### config.mk
export PLATFORM = sky130hd
export DESIGN_NAME = sfsc_core
export DESIGN_NICKNAME = d
export VERILOG_FILES = /design/src/hw/sfsc_core.v
export VERILOG_INCLUDE_DIRS = /design/src /design/src/hw
export SDC_FILE = /design/constraint.sdc
export NUM_CORES = 1
export LEC_CHECK = 0
export BUFFER_PORTS_ARGS = -buffer_cell sky130_fd_sc_hd__clkbuf_2
export CELL_PAD_IN_SITES_DETAIL_PLACEMENT = 0
export CELL_PAD_IN_SITES_GLOBAL_PLACEMENT = 1
export CORE_MARGIN = 1.5
export CORE_UTILIZATION = 40
export DETAILED_ROUTE_END_ITERATION = 12
export PLACE_DENSITY_LB_ADDON = 0.3
export SETUP_SLACK_MARGIN = 0.3
export SYNTH_ARGS = -nofsm -noshare
export SYNTH_HDL_FRONTEND = slang
export SYNTH_SLANG_ARGS = --single-unit
### constraint.sdc
create_clock -name pclk -period 3.1 [get_ports pclk]
set_input_delay 0.93 -clock pclk [delete_from_list [all_inputs] [get_ports pclk]]
set_output_delay 0.93 -clock pclk [all_outputs]
set_load 0.05 [all_outputs]
### src/hw/sfsc_map.vh
`ifndef SFSC_MAP_VH
`define SFSC_MAP_VH
// register byte offsets
`define SFSC_CTRL_OFS 8'h00
`define SFSC_STAT_OFS 8'h04
`define SFSC_IP_OFS 8'h08
`define SFSC_RET_OFS 8'h0c
`define SFSC_VEC_OFS 8'h10
`define SFSC_FRB_OFS 8'h14
`define SFSC_OID_OFS 8'h18
`define SFSC_TBL_OFS 8'h1c
// status bits
`define SFSC_ST_RUN 0
`define SFSC_ST_HALT 1
`define SFSC_ST_FLY 2
`define SFSC_ST_ILL 3
// instruction word 0 fields
`define SFSC_CLS_HI 31
`define SFSC_CLS_LO 30
`define SFSC_OP_HI 29
`define SFSC_OP_LO 27
`define SFSC_PH_HI 26
`define SFSC_PH_LO 24
`define SFSC_REL_BIT 23
`define SFSC_CARRY_BIT 21
`define SFSC_TF_BIT 19
`define SFSC_CMPD_BIT 18
`define SFSC_CMPP_BIT 17
`define SFSC_WAIT_BIT 16
`define SFSC_MSK_HI 15
`define SFSC_MSK_LO 8
`define SFSC_DAT_HI 7
`define SFSC_DAT_LO 0
`define SFSC_IO_REL_BIT 26
`define SFSC_IO_TBL_BIT 25
`define SFSC_IO_ATN_BIT 24
`define SFSC_IO_ID_HI 18
`define SFSC_IO_ID_LO 16
// table entry fields
`define SFSC_TE_ID_HI 18
`define SFSC_TE_ID_LO 16
`define SFSC_TE_PER_HI 15
`define SFSC_TE_PER_LO 8
`define SFSC_TE_OFF_HI 7
`define SFSC_TE_OFF_LO 0
// classes and opcodes
`define SFSC_CLS_IO 2'h1
`define SFSC_CLS_TC 2'h2
`define SFSC_OP_JUMP 3'h0
`define SFSC_OP_CALL 3'h1
`define SFSC_OP_RET 3'h2
`define SFSC_OP_INT 3'h3
`define SFSC_OP_FLY 3'h4
`define SFSC_IO_SEL 3'h0
// instruction length in bytes
`define SFSC_INSTR_LEN 32'h0000_0008
`endif

### src/hw/sfsc_core.v
// Contract
// - taken return loads pointer from saved holder
// - taken call saves return address, overwriting
// - wait bit set for waiting form
// - true/false bit cleared when negated
// - phase test compares current bus phase
// - data test compares first received byte
// - phase and data results combined
// - mask bits exclude positions from compare
// - carry test uses carry, stands alone
// - target role tests initiator ATN
// - negated form inverts the plain test
// - halting interrupt stops engine, signals host
// - halting interrupt copies value to vector
// - non-halting interrupt raises, engine continues
// - select/reselect arbitrate with own id
// - select targets destination id after win
// - reselect targets destination id after win
// - lost arbitration jumps to alternate address
// - select with attention asserts ATN
// - table option fetches id, offset, period
// - relative option offsets from pointer
// - relative operand is signed 24 bits
// - reselect target role, select initiator
`timescale 1ns/1ns
`include "sfsc_map.vh"
module sfsc_core (
  input wire pclk,
  input wire presetn,
  input wire psel,
  input wire penable,
  input wire pwrite,
  input wire [31:0] paddr,
  input wire [31:0] pwdata,
  output wire pready,
  output reg [31:0] prdata,
  output wire pslverr,
  output wire fetch_req,
  output wire [31:0] fetch_addr,
  input wire fetch_ack,
  input wire [31:0] fetch_word0,
  input wire [31:0] fetch_word1,
  output wire tbl_req,
  output wire [31:0] tbl_addr,
  input wire tbl_ack,
  input wire [31:0] tbl_data,
  input wire [2:0] bus_phase,
  input wire phase_req,
  input wire atn_in,
  input wire alu_carry,
  output wire arb_req,
  output wire [2:0] arb_id,
  input wire arb_won,
  input wire arb_lost,
  output wire sel_req,
  output reg sel_reselect,
  output reg sel_atn,
  output reg [2:0] sel_dest_id,
  output reg [7:0] sync_period,
  output reg [7:0] sync_offset,
  input wire sel_done,
  output wire int_halt,
  output wire int_fly
);
  localparam ST_IDLE = 3'h0;
  localparam ST_FETCH = 3'h1;
  localparam ST_EXEC = 3'h2;
  localparam ST_WAITPH = 3'h3;
  localparam ST_TBL = 3'h4;
  localparam ST_ARB = 3'h5;
  localparam ST_SEL = 3'h6;

  reg [2:0] state_ff;
  reg [31:0] ip_ff;
  reg [31:0] ret_ff;
  reg [31:0] vec_ff;
  reg [7:0] frb_ff;
  reg [2:0] oid_ff;
  reg [31:0] tblb_ff;
  reg role_tgt_ff;
  reg halt_ff;
  reg fly_ff;
  reg ill_ff;
  reg [31:0] w0_ff;
  reg [31:0] w1_ff;
  reg phw_ff;
  reg [31:0] tbl_addr_ff;

  reg [2:0] nxt_state;
  reg [31:0] nxt_ip;
  reg [31:0] nxt_ret;
  reg [31:0] nxt_vec;
  reg nxt_halt;
  reg nxt_fly_set;
  reg nxt_ill;
  reg nxt_sel_load;
  reg [31:0] nxt_rdata;

  wire wr_acc = psel & penable & pwrite;
  wire rd_acc = psel & ~pwrite;
  wire [7:0] ofs = paddr[7:0];
  wire mapped = (paddr[31:8] == 24'h00_0000) & (ofs[1:0] == 2'h0) &
    (ofs <= `SFSC_TBL_OFS);

  assign pready = 1'b1;
  assign pslverr = psel & penable & ~mapped;

  // instruction fields
  wire [1:0] cls = w0_ff[`SFSC_CLS_HI:`SFSC_CLS_LO];
  wire [2:0] opc = w0_ff[`SFSC_OP_HI:`SFSC_OP_LO];
  wire [2:0] want_phase = w0_ff[`SFSC_PH_HI:`SFSC_PH_LO];
  wire [7:0] msk = w0_ff[`SFSC_MSK_HI:`SFSC_MSK_LO];
  wire [7:0] dat = w0_ff[`SFSC_DAT_HI:`SFSC_DAT_LO];
  wire is_wait = w0_ff[`SFSC_WAIT_BIT];
  wire tf_bit = w0_ff[`SFSC_TF_BIT];
  wire cmp_p = w0_ff[`SFSC_CMPP_BIT];
  wire cmp_d = w0_ff[`SFSC_CMPD_BIT];
  wire tst_c = w0_ff[`SFSC_CARRY_BIT];

  // condition evaluation
  wire phase_hit = (want_phase == bus_phase);
  wire atn_hit = atn_in;
  wire p_hit = role_tgt_ff ? atn_hit : phase_hit;
  wire [7:0] diff;
  genvar gi;
  generate
    for (gi = 0; gi < 8; gi = gi + 1) begin : g_cmp
      assign diff[gi] = (dat[gi] ^ frb_ff[gi]) & ~msk[gi];
    end
  endgenerate
  wire d_hit = (diff == 8'h00);
  wire pd_res = (cmp_p ? p_hit : 1'b1) & (cmp_d ? d_hit : 1'b1);
  wire c_res = alu_carry;
  wire any_test = tst_c | cmp_p | cmp_d;
  wire res = tst_c ? c_res : pd_res;
  wire taken = ~any_test | (res == tf_bit);

  // relative target from pointer past this instruction
  wire is_rel = (cls == `SFSC_CLS_IO) ? w0_ff[`SFSC_IO_REL_BIT] :
    w0_ff[`SFSC_REL_BIT];
  wire [31:0] disp = {{8{w1_ff[23]}}, w1_ff[23:0]};
  wire [31:0] dest = is_rel ? ip_ff + disp : w1_ff;

  wire io_resel = (opc != `SFSC_IO_SEL);
  wire role_ok = io_resel ? role_tgt_ff : ~role_tgt_ff;
  wire io_tbl = w0_ff[`SFSC_IO_TBL_BIT];
  wire [31:0] tbl_disp = {{8{w0_ff[23]}}, w0_ff[23:0]};

  assign fetch_req = (state_ff == ST_FETCH);
  assign fetch_addr = ip_ff;
  assign tbl_req = (state_ff == ST_TBL);
  assign tbl_addr = tbl_addr_ff;
  assign arb_req = (state_ff == ST_ARB);
  assign arb_id = oid_ff;
  assign sel_req = (state_ff == ST_SEL);
  assign int_halt = halt_ff;
  assign int_fly = fly_ff;

  wire ip_wr = wr_acc & mapped & (ofs == `SFSC_IP_OFS);

  // execution sequencer
  always @* begin
    nxt_state = state_ff;
    nxt_ip = ip_ff;
    nxt_ret = ret_ff;
    nxt_vec = vec_ff;
    nxt_halt = 1'b0;
    nxt_fly_set = 1'b0;
    nxt_ill = 1'b0;
    nxt_sel_load = 1'b0;
    case (state_ff)
      ST_IDLE: begin
        if (ip_wr) begin
          nxt_ip = pwdata;
          nxt_state = ST_FETCH;
        end
      end
      ST_FETCH: begin
        if (fetch_ack) begin
          nxt_ip = ip_ff + `SFSC_INSTR_LEN;
          nxt_state = ST_EXEC;
        end
      end
      ST_WAITPH: begin
        if (phase_req) begin
          nxt_state = ST_EXEC;
        end
      end
      ST_EXEC: begin
        nxt_state = ST_FETCH;
        if (cls == `SFSC_CLS_TC) begin
          if (is_wait & cmp_p & ~phw_ff) begin
            nxt_state = ST_WAITPH;
          end else if (taken) begin
            case (opc)
              `SFSC_OP_JUMP: nxt_ip = dest;
              `SFSC_OP_CALL: begin
                nxt_ret = ip_ff;
                nxt_ip = dest;
              end
              `SFSC_OP_RET: nxt_ip = ret_ff;
              `SFSC_OP_INT: begin
                nxt_vec = w1_ff;
                nxt_halt = 1'b1;
                nxt_state = ST_IDLE;
              end
              `SFSC_OP_FLY: nxt_fly_set = 1'b1;
              default: begin
                nxt_ill = 1'b1;
                nxt_state = ST_IDLE;
              end
            endcase
          end
        end else if (cls == `SFSC_CLS_IO && opc <= 3'h1) begin
          if (!role_ok) begin
            nxt_ill = 1'b1;
            nxt_state = ST_IDLE;
          end else if (io_tbl) begin
            nxt_state = ST_TBL;
          end else begin
            nxt_sel_load = 1'b1;
            nxt_state = ST_ARB;
          end
        end else begin
          nxt_ill = 1'b1;
          nxt_state = ST_IDLE;
        end
      end
      ST_TBL: begin
        if (tbl_ack) begin
          nxt_state = ST_ARB;
        end
      end
      ST_ARB: begin
        if (arb_lost) begin
          nxt_ip = dest;
          nxt_state = ST_FETCH;
        end else if (arb_won) begin
          nxt_state = ST_SEL;
        end
      end
      ST_SEL: begin
        if (sel_done) begin
          nxt_state = ST_FETCH;
        end
      end
      default: nxt_state = ST_IDLE;
    endcase
  end

  always @(posedge pclk or negedge presetn) begin
    if (!presetn) begin
      state_ff <= ST_IDLE;
      ip_ff <= 32'h0000_0000;
      ret_ff <= 32'h0000_0000;
      vec_ff <= 32'h0000_0000;
      halt_ff <= 1'b0;
      fly_ff <= 1'b0;
      ill_ff <= 1'b0;
      w0_ff <= 32'h0000_0000;
      w1_ff <= 32'h0000_0000;
    end else begin
      state_ff <= nxt_state;
      ip_ff <= nxt_ip;
      ret_ff <= nxt_ret;
      vec_ff <= nxt_vec;
      if (state_ff == ST_FETCH && fetch_ack) begin
        w0_ff <= fetch_word0;
        w1_ff <= fetch_word1;
      end
      // a start clears the halt and error flags
      if (nxt_halt) begin
        halt_ff <= 1'b1;
      end else if (ip_wr && state_ff == ST_IDLE) begin
        halt_ff <= 1'b0;
      end
      if (nxt_ill) begin
        ill_ff <= 1'b1;
      end else if (ip_wr && state_ff == ST_IDLE) begin
        ill_ff <= 1'b0;
      end
      // set wins over a write-one clear
      if (nxt_fly_set) begin
        fly_ff <= 1'b1;
      end else if (wr_acc && mapped && ofs == `SFSC_STAT_OFS &&
        pwdata[`SFSC_ST_FLY]) begin
        fly_ff <= 1'b0;
      end
    end
  end

  // selection operands, direct or from the table
  always @(posedge pclk or negedge presetn) begin
    if (!presetn) begin
      sel_reselect <= 1'b0;
      sel_atn <= 1'b0;
      sel_dest_id <= 3'h0;
      sync_period <= 8'h00;
      sync_offset <= 8'h00;
    end else begin
      if (nxt_sel_load || (state_ff == ST_EXEC && nxt_state == ST_TBL)) begin
        sel_reselect <= io_resel;
        sel_atn <= w0_ff[`SFSC_IO_ATN_BIT] & ~io_resel;
        sel_dest_id <= w0_ff[`SFSC_IO_ID_HI:`SFSC_IO_ID_LO];
      end
      if (state_ff == ST_TBL && tbl_ack) begin
        sel_dest_id <= tbl_data[`SFSC_TE_ID_HI:`SFSC_TE_ID_LO];
        sync_period <= tbl_data[`SFSC_TE_PER_HI:`SFSC_TE_PER_LO];
        sync_offset <= tbl_data[`SFSC_TE_OFF_HI:`SFSC_TE_OFF_LO];
      end
    end
  end

  // remembers that a phase wait has just been passed
  always @(posedge pclk or negedge presetn) begin
    if (!presetn) begin
      phw_ff <= 1'b0;
    end else begin
      phw_ff <= (state_ff == ST_WAITPH);
    end
  end

  // table entry address, held while the table read is pending
  always @(posedge pclk or negedge presetn) begin
    if (!presetn) begin
      tbl_addr_ff <= 32'h0000_0000;
    end else if (state_ff == ST_EXEC && nxt_state == ST_TBL) begin
      tbl_addr_ff <= tblb_ff + tbl_disp;
    end
  end

  // software registers
  always @(posedge pclk or negedge presetn) begin
    if (!presetn) begin
      frb_ff <= 8'h00;
      oid_ff <= 3'h0;
      tblb_ff <= 32'h0000_0000;
      role_tgt_ff <= 1'b0;
    end else if (wr_acc && mapped) begin
      case (ofs)
        `SFSC_CTRL_OFS: role_tgt_ff <= pwdata[0];
        `SFSC_FRB_OFS: frb_ff <= pwdata[7:0];
        `SFSC_OID_OFS: oid_ff <= pwdata[2:0];
        `SFSC_TBL_OFS: tblb_ff <= pwdata;
        default: frb_ff <= frb_ff;
      endcase
    end
  end

  always @* begin
    nxt_rdata = 32'h0000_0000;
    if (rd_acc && mapped) begin
      case (ofs)
        `SFSC_CTRL_OFS: nxt_rdata = {31'h0000_0000, role_tgt_ff};
        `SFSC_STAT_OFS: nxt_rdata = {28'h000_0000, ill_ff, fly_ff, halt_ff,
          (state_ff != ST_IDLE)};
        `SFSC_IP_OFS: nxt_rdata = ip_ff;
        `SFSC_RET_OFS: nxt_rdata = ret_ff;
        `SFSC_VEC_OFS: nxt_rdata = vec_ff;
        `SFSC_FRB_OFS: nxt_rdata = {24'h00_0000, frb_ff};
        `SFSC_OID_OFS: nxt_rdata = {29'h0000_0000, oid_ff};
        `SFSC_TBL_OFS: nxt_rdata = tblb_ff;
        default: nxt_rdata = 32'h0000_0000;
      endcase
    end
  end

  // read data launched in the setup cycle stands through the access
  always @(posedge pclk or negedge presetn) begin
    if (!presetn) begin
      prdata <= 32'h0000_0000;
    end else begin
      prdata <= nxt_rdata;
    end
  end
endmodule

### Word-level counts from Yosys, hierarchy flattened

Cells that the tools add are included.

| storage, ports and cells | value |
|---|---|
| word-level logic and storage cells | 195 |
| flip-flop bits (word level) | 296 |
| input port bits | 176 |

| operators by class | value |
|---|---|
| bitwise logic cells | 46 |
| magnitude comparators | 2 |
| multiplexer cells | 61 |
| reduce and logical (&&, ||, !) cells | 33 |
| $add $sub $neg | 3 |
| equality and inequality tests | 29 |

Operator list:

| cell | count |
|---|---|
| $mux 32 | 8 |
| $pmux 32 s8 | 1 |
| $pmux 32 s4 | 1 |
| $add 32x32->32 | 2 |
| $pmux 32 s2 | 1 |
| $mux 1 | 36 |
| $mux 3 | 12 |
| $add 32x4->32 const B | 1 |
| $eq 8x5->1 const B | 4 |
| $logic_not 24->1 | 1 |
| $pmux 3 s7 | 1 |
| $and 1x1->1 | 20 |
| $eq 8x4->1 const B | 2 |
| $logic_not 8->1 | 2 |
| $eq 3x3->1 const B | 5 |
| $not 1->1 | 15 |
| $eq 3x2->1 const B | 4 |
| $reduce_and 5->1 | 2 |
| $logic_and 1x1->1 | 9 |
| $eq 8x3->1 const B | 1 |
| $le 8x5->1 const B | 1 |
| $ne 2x2->1 const B | 4 |
| $reduce_and 2->1 | 4 |
| $reduce_and 8->1 | 1 |
| 20 further kinds | 36 |

### Depth between registers and ports, before layout

Gate-level depths: netlist of run 1.

| logic depth | value |
|---|---|
| depth in word-level cells | 17 |
| depth in mapped cells | 12 |

### Worst setup path before layout of run 1

Ideal clock, no wire load.

| timing path | value |
|---|---|
| kind | register to register |
| start point | reg state_ff[2] |
| end point | reg sync_offset[2] |
| arrival time | 2.916 ns |
| stages on the path, launching flop included | 7 |
| required time | 2.975 ns |
| slack | 0.060 ns |
| buffers on the path | 3 |
| clock period less this slack | 3.040 ns |
| path through | dfrtp_1 clkbuf_1 nor3b_1 and2_1 clkbuf_1 buf_1 mux2_2 |

| on the way | value |
|---|---|
| word-level cells in the longest chain between the ends | 2 |

Ends and longest elaborated chain:

| item | line | RTL |
|---|---|---|
| start, declared | sfsc_core.v:73 | `reg [2:0] state_ff;` |
| start signal, assigned | sfsc_core.v:263 | `state_ff <= nxt_state;` |
| $eq 3x3->1 | -- |  |
| via tbl_req | sfsc_core.v:43 | `output wire tbl_req,` |
| $logic_and 1x1->1 | sfsc_core.v:306 | `if (state_ff == ST_TBL && tbl_ack) begin` |
| end signal, assigned | sfsc_core.v:309 | `` sync_offset <= tbl_data[`SFSC_TE_OFF_HI:`SFSC_TE_OFF_LO]; `` |
| end, declared | sfsc_core.v:60 | `output reg [7:0] sync_offset,` |

The timed path passes the listed nets, and every way through them passes these cells.
A chain may end at the register's enable or synchronous reset.

### Final worst setup path of run 1

| timing path | value |
|---|---|
| start point | in paddr[23] |
| end point | out pslverr |

| on the way | value |
|---|---|
| word-level cells in the longest chain between the ends | 5 |

Ends and longest elaborated chain:

| item | line | RTL |
|---|---|---|
| start, declared | sfsc_core.v:33 | `input wire [31:0] paddr,` |
| $logic_not 24->1 | sfsc_core.v:102 | `wire mapped = (paddr[31:8] == 24'h00_0000) & (ofs[1:0] == 2'h0) &` |
| $and 1x1->1 (2 in a row) | sfsc_core.v:102 |  |
| $not 1->1 | sfsc_core.v:106 | `assign pslverr = psel & penable & ~mapped;` |
| $and 1x1->1 | sfsc_core.v:106 |  |
| end, declared | sfsc_core.v:37 | `output wire pslverr,` |

No other way between the ends.

==> impl_summary.txt, run 1 <==
----------------------------------------------------
[Outcome]
  Run status ... finished, final reports clean

[Clock tree]
  CTS H-Tree Depth ... 2
  TritonCTS clock tree ... done
  Number of clock sinks ... ~300
  Clock root buffer ... sky130_fd_sc_hd__clkbuf_16
  Largest buffer count on any clock path ... 3
  Clock insertion delay at the later pin of the skew report ... 0.57 ns
  Clock buffers created by TritonCTS ... 35
  Clock-pin slew on the worst setup and hold paths ... around 0.060 ns
  Number of buffers inserted by hold repair at cts ... 0

[Die]
  Number of standard-cell rows in the floorplan ... 74
  Die X-Extent ... a little over 200 um
  Num ports ... 304
  Die area ... roughly 43000 um^2
  Die height ... approximately 210 um
  Initial core utilization ... between 40% and 50%
  Placeable core region ... a little over 40000 um^2

[Critical path]
  Launch point of the worst path ... paddr[23]
  Required time of the critical path ... about 2.2 ns
  Arrival time at the worst endpoint ... between 2 and 2.5 ns
  Type of the worst setup path ... primary input to primary output
  Worst reg2reg path depth ... 14
  R2r startpoint ... w0_ff[6]
  Worst path top cell family by delay ... simple AND/OR/NAND/NOR gates
  Startpoint type of the worst setup path ... primary input
  Largest stage delay, worst path ... roughly 0.26 ns
  CP Buf/Inv Count ... 4
  Critical path cell sequence ... clkbuf_2 -> nor4_1 -> nand4_1 -> buf_6 -> nor3_4 -> buf_6 -> nor2_4 -> buf_8
  Critical Path Most Common Cell ... sky130_fd_sc_hd__buf_6
  Endpoint kind of the worst setup timing path ... primary output
  Logic depth of the worst setup path including buffers ... 8
  Critical-path maximum fanout ... 2
  R2R setup slack ... 0.16 ns
  Critical R2R Capture ... vec_ff[6]
  Slowest cell on the critical path ... sky130_fd_sc_hd__nor4_1

[Drt]
  Routed wire length per instance ... approximately 23 um
  Number of DRC markers after the initial detailed-route iteration ... 1089
  Detailed-router iteration count before antenna repair ... 7
  Routed Wire Length ... between 60000 and 70000 um
  Final ANT Viol Nets ... 0
  Detailed-route via count ... between 15000 and 20000
  DRC errors left ... 0
  Vias per inst ... between 5 and 6

[Global route]
  Total global routing track utilization ... 27.4%
  Number of global-route vias before repair ... 15100
  Global-route wire length before repair ... a little over 90000 um
  Number of antenna violations at the first check in global routing ... 4
  Maximum number of pins on one net before global-route repair ... 71
  Congestion Overflow GR ... 0

[STA]
  Setup skew after layout ... ~0.039 ns
  Total of endpoints with negative setup slack in the final report ... 0
  Actual slew at the worst max-slew pin ... around 0.94 ns
  Final Max Slew Viols ... 0
  Timing-limited maximum frequency ... between 300 and 400 MHz
  Post-route minimum period ... 3.06 ns
  Max transition margin ... a little under two fifths
  Final Hold Viols ... 0
  Unrepaired setup endpoints after global routing ... true
  Worst Setup Slack, final ... a little over 0.04 ns
  Tcrit/Tclk final ... 98.7%

[Place]
  Sum of net half-perimeters after detailed placement ... 42200 um
  Placer congestion estimate ... around 0.9
  Dpl cells ... 2471
  Dpl ws ... -0.228 ns
  I/O Buffers ... roughly 290

[Yosys]
  Largest cells by area after synthesis ... sky130_fd_sc_hd__dfrtp_1 (44%), sky130_fd_sc_hd__mux2_2 (10%), sky130_fd_sc_hd__ha_1 (4.7%), sky130_fd_sc_hd__a21oi_1 (3.6%), sky130_fd_sc_hd__o21ai_0 (3.6%)
  Compound-gate portion of the synthesized area ... 19.7%
  Synth Area per Inst ... just over 10 um^2
  Top cell type by total area after synthesis ... sky130_fd_sc_hd__dfrtp_1
  Share of synthesized cell area in and, or, nand and nor gates ... ~10%
  Post-synthesis async set-or-reset flop share ... 100%
  Synth top area share ... around 44%
  Post-synthesis cell area ... between 15000 and 20000 um^2
  Yosys warning count ... 0
  Adder-cell share of the synthesized area ... 4.94%
  Most used flip-flop cell after synthesis ... sky130_fd_sc_hd__dfrtp_1
  Number of synthesized register bits ... between 200 and 300
  Proportion of synthesized area in mux cells ... between 10 and 15%
  Cells after synthesis ... roughly 1600
  Number of unique standard cell types used by synthesis ... 77
  Main combinational cell family by area after synthesis ... compound AO/OA/AOI/OAI gates
  Number of enable-type register cells in the synthesized netlist ... 0
  Share of synthesized area occupied by flip-flops and latches ... around 44%
  Synth Net Count ... around 1900
  Xor/xnor share of the synthesized area ... about 3.8%

[Cells and area]
  Most frequent standard cell in the layout excluding fill and tap cells ... sky130_fd_sc_hd__clkbuf_2
  Count of nets after finishing ... between 2000 and 2500
  Layout overhead on the synthesized area ... 32.1%
  Proportion of layout cells with a drive suffix above 1 ... between 40 and 50%
  Commonest non-fill, non-tap cells in the layout ... sky130_fd_sc_hd__clkbuf_2 (284), sky130_fd_sc_hd__dfrtp_1 (270), sky130_fd_sc_hd__mux2_2 (156), sky130_fd_sc_hd__buf_4 (124), sky130_fd_sc_hd__nand2_1 (117)
  Final design utilization ... between 50% and 60%
  Post-route insts no fill ... about 2600

[Power]
  Total design power ... roughly 0.0084 W
  Worst-case vdd ir drop ... around 0.38 mV
  Pwr/cell area ... ~380 nW/um^2
  Leak Pwr ... around 11 nW

[Min path]
  Path category of the worst min-delay check ... primary input to async pin

[Run]
  Total of max-cap violations ... 0

----------------------------------------------------
==> metrics by stage <==
stage / setup TNS (ns) / area, um^2 / hold slack, ns
2_1_floorplan: 0 / 16800 / 0.459
3_3_place_gp: -12.92 / 19700 / 0.467
3_5_place_dp: -13.19 / 19700 / 0.472
4_1_cts: 0 / 21400 / 0.311
5_1_grt: -0.0349 / 22100 / 0.350
6_report: 0 / 22100 / 0.317
==> how the worst max path moves through the flow <==
stage | end
after floorplan | vec_ff[10]
after global placement | fetch_addr[17]
after detailed placement | fetch_addr[17]
after CTS | pslverr
after global routing | pslverr
final | pslverr
==> cell usage after synthesis (4+ instances only) <==
cell type                   number
sky130_fd_sc_hd__o211ai_1       10
sky130_fd_sc_hd__mux2_2        156
sky130_fd_sc_hd__a21boi_0        4
sky130_fd_sc_hd__a221oi_1       11
sky130_fd_sc_hd__ha_1           63
sky130_fd_sc_hd__mux2_4         29
sky130_fd_sc_hd__and3_1         16
sky130_fd_sc_hd__nor4_1         14
sky130_fd_sc_hd__o21ai_1         7
sky130_fd_sc_hd__a22oi_1        71
sky130_fd_sc_hd__xnor2_1        40
sky130_fd_sc_hd__clkbuf_1       65
sky130_fd_sc_hd__buf_1           6
sky130_fd_sc_hd__buf_2          14
sky130_fd_sc_hd__nor3b_1         6
sky130_fd_sc_hd__a222oi_1       20
sky130_fd_sc_hd__o21ai_0       120
sky130_fd_sc_hd__a21o_1         31
sky130_fd_sc_hd__a31o_2          6
sky130_fd_sc_hd__nor2b_1        11
sky130_fd_sc_hd__or3_1           8
sky130_fd_sc_hd__nand3_1        33
sky130_fd_sc_hd__nand2_1       119
sky130_fd_sc_hd__a211oi_1        5
sky130_fd_sc_hd__o2111ai_1       4
sky130_fd_sc_hd__mux2_1          6
sky130_fd_sc_hd__nor2_1         80
sky130_fd_sc_hd__o311ai_0        5
sky130_fd_sc_hd__and2_1         12
sky130_fd_sc_hd__a21oi_1       121
sky130_fd_sc_hd__a31oi_1        23
sky130_fd_sc_hd__inv_1          26
sky130_fd_sc_hd__mux2i_1        12
sky130_fd_sc_hd__nand2b_1       10
sky130_fd_sc_hd__a22o_1         10
sky130_fd_sc_hd__nand4_1        14
sky130_fd_sc_hd__o22ai_1         7
sky130_fd_sc_hd__a221o_1         4
sky130_fd_sc_hd__nor3_1         21
sky130_fd_sc_hd__buf_6           4
sky130_fd_sc_hd__o21a_1         10
sky130_fd_sc_hd__xor2_1         32
sky130_fd_sc_hd__dfrtp_1       296
sky130_fd_sc_hd__o31ai_1         4
==> logic make-up after synthesis <==
family	Yosys count
XOR/XNOR	72
other	1
AND/OR/NAND/NOR	359
buffers and inverters	116
flip-flops	296
AO/OA/AOI/OAI	504
multiplexers	203
adder cells (fa/ha/maj)	65
==> final cells by class <==
class                   instances  area, um^2
flip-flops and latches        296        7440
clock buffers                  49        1010
repair buffers                448        3060
fillers                      3655       19000
multi-input cells            1204        9710
diodes                          3        7.51
inverters                      26         101
well taps                     532         666
clock inverters                14         145
==> worst reg2reg max path, cell delays in order, from the launching register on <==
cell	delay, ns
sky130_fd_sc_hd__dfrtp_2	0.43
sky130_fd_sc_hd__xnor2_2	0.23
sky130_fd_sc_hd__o22ai_2	0.12
sky130_fd_sc_hd__o41ai_2	0.32
sky130_fd_sc_hd__buf_4	0.17
sky130_fd_sc_hd__a31o_1	0.18
sky130_fd_sc_hd__xnor2_2	0.13
sky130_fd_sc_hd__a22oi_4	0.08
sky130_fd_sc_hd__nor2_2	0.12
sky130_fd_sc_hd__and4b_4	0.29
sky130_fd_sc_hd__buf_12	0.12
sky130_fd_sc_hd__buf_12	0.10
sky130_fd_sc_hd__buf_16	0.12
sky130_fd_sc_hd__buf_8	0.13
sky130_fd_sc_hd__mux2_4	0.29
==> routing by layer <==
layer	up-vias	part of all wire, %	track usage [%]
met1	7498	43	36.9
met4	0	3.9	12.5
met5	-	0	0
met3	123	7.6	5.78
met2	591	45	42.3
li1	6858	-	-
==> where the power goes <==
part / total, W / internal (W) / switching (W)
sequential: 0.00386 / 0.00386 / 0.000000000000332
clock: 0.00420 / 0.00246 / 0.00174
combinational: 0.000289 / 0.000115 / 0.000175
==> state kept, by name, indices dropped and copies added, names as in the netlist <==
signal,count
prdata,32
frb_ff,8
ret_ff,32
ill_ff,1
tbl_addr,32
sel_reselect,1
sel_dest_id,3
state_ff,3
sync_period,8
tblb_ff,32
phw_ff,1
w0_ff,32
int_fly,1
role_tgt_ff,1
arb_id,3
int_halt,1
sync_offset,8
w1_ff,32
sel_atn,1
fetch_addr,32
vec_ff,32
==> repair_timing <==
item                       CTS  global route
setup endpoints to repair   86           116
cloned                       4             1
pin swaps                   27            50
resized for setup           77           122
buffers inserted            15            15
Power figures use the tool's default switching activity.
==> run 2: changes to the inputs <==
PLACE_DENSITY = 0.84   (was not set)
PLACE_DENSITY_LB_ADDON = not set   (was 0.3)
==> run 2 against run 1 <==
Via count is 0.64% higher; cell area is 0.28% lower; non-clock buffer count is 4 lower; clock-buffer cell count is 1 lower; wire length is 0.54% lower; clock skew is 0.020 ns lower; sequential power hardly changed; core utilization is 0.15 points lower; largest cell class unchanged.
==> impl_summary.txt, run 2 (same netlist as run 1, synthesis figures left out) <==
----------------------------------------------------
[Outcome]
  Run status ... finished, final reports clean

[Die]
  Die area ... 43100 um^2 (unchanged)
  Initial core utilization ... 40.8% (unchanged)
  Die X-Extent ... 208 um (unchanged)
  Num ports ... 304 (unchanged)
  Number of standard-cell rows in the floorplan ... 74 (unchanged)
  Placeable core region ... 41100 um^2 (unchanged)
  Die height ... 208 um (unchanged)

[Clock tree]
  Clock-pin slew on the worst setup and hold paths ... 0.06 ns (about the same)
  CTS H-Tree Depth ... 2 (unchanged)
  Largest buffer count on any clock path ... 3 (unchanged)
  Number of clock sinks ... 296 (unchanged)
  TritonCTS clock tree ... done
  Clock root buffer ... sky130_fd_sc_hd__clkbuf_16
  Clock insertion delay at the later pin of the skew report ... 0.55 ns (-0.02 ns)
  Clock buffers created by TritonCTS ... 34 (-2.9%)
  Number of buffers inserted by hold repair at cts ... 0 (unchanged)

[Cells and area]
  Commonest non-fill, non-tap cells in the layout ... sky130_fd_sc_hd__clkbuf_2 (284), sky130_fd_sc_hd__dfrtp_1 (274), sky130_fd_sc_hd__mux2_2 (127), sky130_fd_sc_hd__buf_4 (124), sky130_fd_sc_hd__nand2_1 (117)
  Most frequent standard cell in the layout excluding fill and tap cells ... sky130_fd_sc_hd__clkbuf_2
  Layout overhead on the synthesized area ... 31.7%
  Area taken by multi-input logic gates ... 9680 um^2 (-0.32%)
  Filler cell count in the final layout ... 3617 (-1.0%)
  Area taken by flip-flops and latches ... 7430 um^2 (about the same)
  Proportion of layout cells with a drive suffix above 1 ... 41.1% (-0.46 points)
  Final design utilization ... 53.7% (-0.15 points)
  Count of nets after finishing ... 2247 (-0.22%)

[Place]
  Placer congestion estimate ... 0.932 (+3.2%)
  Sum of net half-perimeters after detailed placement ... 42100 um (-0.25%)
  I/O Buffers ... 289 (unchanged)

[Critical path]
  Worst reg2reg path depth ... 13 (-1)
  R2r startpoint ... w0_ff[7]
  Type of the worst setup path ... primary input to primary output
  Startpoint type of the worst setup path ... primary input
  Worst path top cell family by delay ... buffers and inverters
  Largest stage delay, worst path ... 0.25 ns (about the same)
  Critical-path maximum fanout ... 2 (unchanged)
  R2R setup slack ... 0.20 ns (+0.04 ns)
  Critical Path Most Common Cell ... sky130_fd_sc_hd__buf_6
  Endpoint kind of the worst setup timing path ... primary output
  Slowest cell on the critical path ... sky130_fd_sc_hd__nor4_4
  Required time of the critical path ... 2.17 ns (about the same)
  Critical path cell sequence ... clkbuf_2 -> nor4_4 -> nand4_1 -> buf_6 -> nor3_4 -> buf_6 -> nor2_4 -> clkbuf_8
  Arrival time at the worst endpoint ... 2.06 ns (-0.07 ns)
  Critical R2R Capture ... vec_ff[9]
  CP Buf/Inv Count ... 4 (unchanged)

[Drt]
  Detailed-route via count ... 15200 (+0.64%)
  Final ANT Viol Nets ... 0 (unchanged)
  Vias per inst ... 5.92 (+1.1%)
  Detailed-router iteration count before antenna repair ... 5 (-2)
  Routed Wire Length ... 59800 um (-0.54%)
  Routed wire length per instance ... 23.3 um (-0.11%)
  DRC errors left ... 0 (unchanged)
  Number of DRC markers after the initial detailed-route iteration ... 1324 (+22%)

[Power]
  Part of the power in registers ... 45.9% (-0.4 points)
  Proportion of power drawn by the clock network ... 50.7% (+0.4 points)
  Logic gate share of total power ... 3.4% (about the same)
  Total design power ... 0.00841 W (+0.71%)
  Worst-case vdd ir drop ... 0.321 mV (-15%)
  Net switching share of the total power ... 21.8% (-1.2 points)
  Cell-internal power ... 0.00658 W (+2.2%)
  Pwr/cell area ... 381 nW/um^2 (+0.99%)
  Sw Pwr ... 0.00183 W (-4.3%)
  Leak Pwr ... 10.6 nW (+1.2%)

[Global route]
  Met3 usage ... 4.60% (-1.2 points)
  Met1 track demand over resource ... 37.0% (+0.066 points)
  Layer with the highest usage after global routing ... met2
  Congestion Overflow GR ... 0 (unchanged)
  Number of antenna violations at the first check in global routing ... 3 (-1)
  Maximum number of pins on one net before global-route repair ... 68 (-4.2%)
  Total global routing track utilization ... 26.8% (-0.59 points)
  Global-route wire length before repair ... 88900 um (-2.2%)
  Number of global-route vias before repair ... 14900 (-1.0%)
  Global-route met2 utilization ... 41.9% (-0.41 points)

[STA]
  Setup skew after layout ... 0.0192 ns (-0.0196 ns)
  Final Max Slew Viols ... 0 (unchanged)
  Tcrit/Tclk final ... 96.3% (-2.4 points)
  Final Hold Viols ... 0 (unchanged)
  Post-route minimum period ... 2.99 ns (-0.0742 ns)
  Timing-limited maximum frequency ... 335 MHz (+2.5%)
  Max transition margin ... 30.8% (-6.8 points)
  Final total negative setup slack ... 0 ns (unchanged)
  Total of endpoints with negative setup slack in the final report ... 0 (unchanged)
  Final worst hold slack ... 0.303 ns (-0.0136 ns)
  Unrepaired setup endpoints after global routing ... true
  Actual slew at the worst max-slew pin ... 1.04 ns (+0.101 ns)

[Min path]
  Path category of the worst min-delay check ... primary input to async pin

[Run]
  Total of max-cap violations ... 0 (unchanged)

----------------------------------------------------
## run 2: changes by cell type in the layout (fill, tap and decap cells not counted), moves of 4 or more
cell,change
sky130_fd_sc_hd__mux2_4,+32
sky130_fd_sc_hd__mux2_2,-29
sky130_fd_sc_hd__ha_4,-10
sky130_fd_sc_hd__ha_1,+8
sky130_fd_sc_hd__buf_8,-5
sky130_fd_sc_hd__clkbuf_1,-4
sky130_fd_sc_hd__dfrtp_1,+4
sky130_fd_sc_hd__dfrtp_2,-4
## run 2: metrics by stage
| stage | std cells | worst slack, ns | area (um^2) |
|---|---|---|---|
| after global placement | 2468 | -0.155 | 19600 |
| after CTS | 2547 | 0.101 | 21400 |
| after floorplan | 1616 | 0.201 | 16800 |
| final | 2561 | 0.115 | 22100 |
| after global routing | 2561 | 0.00891 | 22100 |
| after detailed placement | 2468 | -0.179 | 19600 |
## run 2: power groups by stage
stage | sequential [W] | combinational (W) | clock, W
6_report | 0.00386 | 0.000286 | 0.00426
2_1_floorplan | 0.00394 | 0.0000470 | 0
5_1_grt | 0.00386 | 0.000317 | 0.00450
4_1_cts | 0.00386 | 0.000287 | 0.00435
3_5_place_dp | 0.00393 | 0.000283 | 0
3_3_place_gp | 0.00393 | 0.000279 | 0
## run 2: final cells by class
class                      instances  share of cell area (%)
multi-input combinational       1204                    43.8
sequential                       296                    33.7
timing repair buffer             444                    13.6
clock buffer                      48                    4.74
tap                              532                    3.02
clock inverter                    10                   0.612
inverter                          26                   0.459
antenna                            1                  0.0113
## run 2: worst max path at each step
stage                  from    endpoint  slack (ns)  cells after the start
2_1_floorplan  bus_phase[2]  vec_ff[10]        0.20                     11
3_3_place_gp   bus_phase[0]   vec_ff[1]       -0.15                     11
3_5_place_dp   bus_phase[0]   vec_ff[0]       -0.18                     11
4_1_cts           paddr[28]     pslverr        0.10                      8
5_1_grt           paddr[28]     pslverr       0.009                      8
6_report          paddr[28]     pslverr        0.11                      8
## run 2: what timing repair did
action / CTS / global route
buffers inserted: 16 / 10
gates cloned: 5 / 3
hold endpoints to repair: 0 / 0
resized for setup: 77 / 121
endpoints found under the setup margin: 96 / 138
pin swaps: 25 / 41
## run 2: per-layer routing
layer,share of wire [%],wire [um]
met5,0.032,19
met4,4.0,2400
met3,7.9,4740
met2,45,26800
met1,43,25700
==> run 3: changes to the inputs <==
PLACE_DENSITY = 0.74   (was 0.84)
==> run 3 against run 2 <==
Global-route usage rose by 0.39 points; sequential cell count unchanged; core utilization is 1.5 points higher; sequential power hardly changed; cell count grew 0.90%; total power up 1.1%; clock skew decreased by 0.0035 ns; hold slack better by 0.059 ns; clock-buffer cell count grew 2; cell area increased by 2.8%; critical path type unchanged.
==> impl_summary.txt, run 3 (same netlist as run 1, synthesis figures left out) <==
----------------------------------------------------
[Outcome]
  Run status ... finished, final reports clean

[Critical path]
  Largest stage delay, worst path ... 0.28 ns (+0.03 ns)
  R2R setup slack ... 0.15 ns (-0.05 ns)
  R2r startpoint ... tblb_ff[0]
  Arrival time at the worst endpoint ... 2.14 ns (+0.08 ns)
  Type of the worst setup path ... primary input to primary output
  Logic depth of the worst setup path including buffers ... 8 (unchanged)
  Endpoint kind of the worst setup timing path ... primary output
  Launch point of the worst path ... paddr[23]
  Worst path top cell family by delay ... simple AND/OR/NAND/NOR gates
  Critical path cell sequence ... clkbuf_2 -> nor4_2 -> nand4_1 -> buf_6 -> nor3_4 -> buf_4 -> nor2_2 -> buf_8
  Slowest cell on the critical path ... sky130_fd_sc_hd__nor4_2
  Critical R2R Capture ... tbl_addr[30]
  Critical-path maximum fanout ... 2 (unchanged)
  CP Buf/Inv Count ... 4 (unchanged)
  Setup crit end ... pslverr
  Required time of the critical path ... 2.17 ns (about the same)
  Startpoint type of the worst setup path ... primary input
  Worst reg2reg path depth ... 13 (unchanged)

[Global route]
  Congestion Overflow GR ... 0 (unchanged)
  Global-route wire length before repair ... 90000 um (+1.2%)
  Total global routing track utilization ... 27.2% (+0.39 points)
  Number of antenna violations at the first check in global routing ... 1 (-2)
  Maximum number of pins on one net before global-route repair ... 68 (unchanged)
  Number of global-route vias before repair ... 14700 (-1.5%)

[Run]
  Total of max-cap violations ... 0 (unchanged)

[STA]
  Max transition margin ... 39.4% (+8.5 points)
  Unrepaired setup endpoints after global routing ... true
  Total of endpoints with negative setup slack in the final report ... 0 (unchanged)
  Final Hold Viols ... 0 (unchanged)
  Final Max Slew Viols ... 0 (unchanged)
  Worst Setup Slack, final ... 0.0325 ns (-0.0823 ns)
  Tcrit/Tclk final ... 99.0% (+2.7 points)
  Actual slew at the worst max-slew pin ... 0.910 ns (-0.127 ns)
  Setup skew after layout ... 0.0157 ns (-0.00350 ns)
  Timing-limited maximum frequency ... 326 MHz (-2.7%)
  Post-route minimum period ... 3.07 ns (+0.0823 ns)

[Cells and area]
  Commonest non-fill, non-tap cells in the layout ... sky130_fd_sc_hd__clkbuf_2 (283), sky130_fd_sc_hd__dfrtp_1 (271), sky130_fd_sc_hd__buf_4 (130), sky130_fd_sc_hd__nand2_1 (117), sky130_fd_sc_hd__mux2_2 (108)
  Count of nets after finishing ... 2270 (+1.0%)
  Ant. Diodes ... 0 (-1)
  Most frequent standard cell in the layout excluding fill and tap cells ... sky130_fd_sc_hd__clkbuf_2
  Final std cell area, no fill ... 22700 um^2 (+2.8%)
  Layout overhead on the synthesized area ... 35.4%
  Final design utilization ... 55.2% (+1.5 points)
  Proportion of layout cells with a drive suffix above 1 ... 42.4% (+1.3 points)

[Place]
  Sum of net half-perimeters after detailed placement ... 43100 um (+2.3%)
  Dpl ws ... -0.263 ns (-0.0834 ns)
  I/O Buffers ... 289 (unchanged)
  Placed standard-cell area ... 19800 um^2 (+0.85%)
  Placer congestion estimate ... 0.906 (-2.7%)

[Clock tree]
  Clock insertion delay at the later pin of the skew report ... 0.55 ns (about the same)
  CTS H-Tree Depth ... 2 (unchanged)
  Clock-pin slew on the worst setup and hold paths ... 0.05 ns (about the same)
  Number of buffers inserted by hold repair at cts ... 0 (unchanged)
  Largest buffer count on any clock path ... 3 (unchanged)
  Clock root buffer ... sky130_fd_sc_hd__clkbuf_16
  Clock buffers created by TritonCTS ... 35 (+2.9%)
  TritonCTS clock tree ... done
  Number of clock sinks ... 296 (unchanged)

[Die]
  Die X-Extent ... 208 um (unchanged)
  Placeable core region ... 41100 um^2 (unchanged)
  Die area ... 43100 um^2 (unchanged)
  Initial core utilization ... 40.8% (unchanged)
  Num ports ... 304 (unchanged)
  Number of standard-cell rows in the floorplan ... 74 (unchanged)
  Die height ... 208 um (unchanged)

[Drt]
  Number of DRC markers after the initial detailed-route iteration ... 1175 (-11%)
  Detailed-router iteration count before antenna repair ... 7 (+2)
  Routed Wire Length ... 61000 um (+2.0%)
  Final ANT Viol Nets ... 0 (unchanged)
  Vias per inst ... 5.84 (-1.4%)
  Detailed-route via count ... 15100 (-0.47%)
  DRC errors left ... 0 (unchanged)
  Routed wire length per instance ... 23.6 um (+1.1%)

[Min path]
  Path category of the worst min-delay check ... primary input to async pin

[Power]
  Leak Pwr ... 10.9 nW (+2.0%)
  Total design power ... 0.00851 W (+1.1%)
  Worst-case vdd ir drop ... 0.422 mV (+31%)
  Pwr/cell area ... 375 nW/um^2 (-1.6%)

----------------------------------------------------
run 3: changes by cell type in the layout (fill, tap and decap cells not counted), moves of 4 or more:
cell / previous run / this run
sky130_fd_sc_hd__buf_6: 9 / 14
sky130_fd_sc_hd__nor2_2: 5 / 9
sky130_fd_sc_hd__mux2_4: 64 / 83
sky130_fd_sc_hd__o21ai_0: 104 / 94
sky130_fd_sc_hd__nor2_1: 75 / 71
sky130_fd_sc_hd__buf_4: 124 / 130
sky130_fd_sc_hd__ha_2: 10 / 4
sky130_fd_sc_hd__o21ai_2: 5 / 14
sky130_fd_sc_hd__buf_12: 15 / 24
sky130_fd_sc_hd__mux2_2: 127 / 108
sky130_fd_sc_hd__ha_4: 9 / 18
run 3: report_power, final:
group	total, W	internal (W)	leakage [nW]	switching (W)
Combinational	0.000300	0.000123	6.21	0.000177
Sequential	0.00386	0.00386	4.05	0.000000000000336
Clock	0.00434	0.00269	0.596	0.00165
Total	0.00851	0.00668	10.9	0.00183
run 3: metal layers:
metal	global-route usage (%)	vias to the layer above	wire length, um
met3	5.25	85	4200
met4	7.00	4	1390
met5	0	-	28
li1	-	6883	-
met1	37.6	7562	27200
met2	43.7	561	28200
run 3: final cells by class:
cell class / instances / area (um^2)
clock buffer: 50 / 1050
clock inverter: 10 / 153
fill: 3595 / 18400
inverter: 26 / 97.6
multi-input combinational: 1204 / 9910
sequential: 296 / 7440
tap: 532 / 666
timing repair buffer: 466 / 3370
run 3: timing repair:
item | in CTS | in global routing
pin swaps | 19 | 58
endpoints found under the setup margin | 94 | 136
gates cloned | 5 | 6
hold endpoints to repair | 0 | 0
setup buffers | 13 | 23
resized for setup | 67 | 197
run 3: worst min path at each step:
stage	cells past startpoint	startpoint	to	slack [ns]
6_report	1	presetn	w1_ff[24]	0.36
5_1_grt	1	presetn	w1_ff[24]	0.37
4_1_cts	1	presetn	w1_ff[24]	0.39
3_3_place_gp	2	tbl_addr[17]	tbl_addr[17]	0.47
3_5_place_dp	2	tbl_addr[19]	tbl_addr[19]	0.47
2_1_floorplan	1	vec_ff[31]	vec_ff[31]	0.46
run 3: per-stage QoR:
| stage | hold WS [ns] | std cells | setup TNS (ns) |
|---|---|---|---|
| floorplan | 0.459 | 1616 | 0 |
| global placement | 0.466 | 2477 | -17.19 |
| detailed placement | 0.470 | 2477 | -18.85 |
| CTS | 0.389 | 2555 | 0 |
| global route | 0.374 | 2584 | -0.0492 |
| finish | 0.362 | 2584 | 0 |
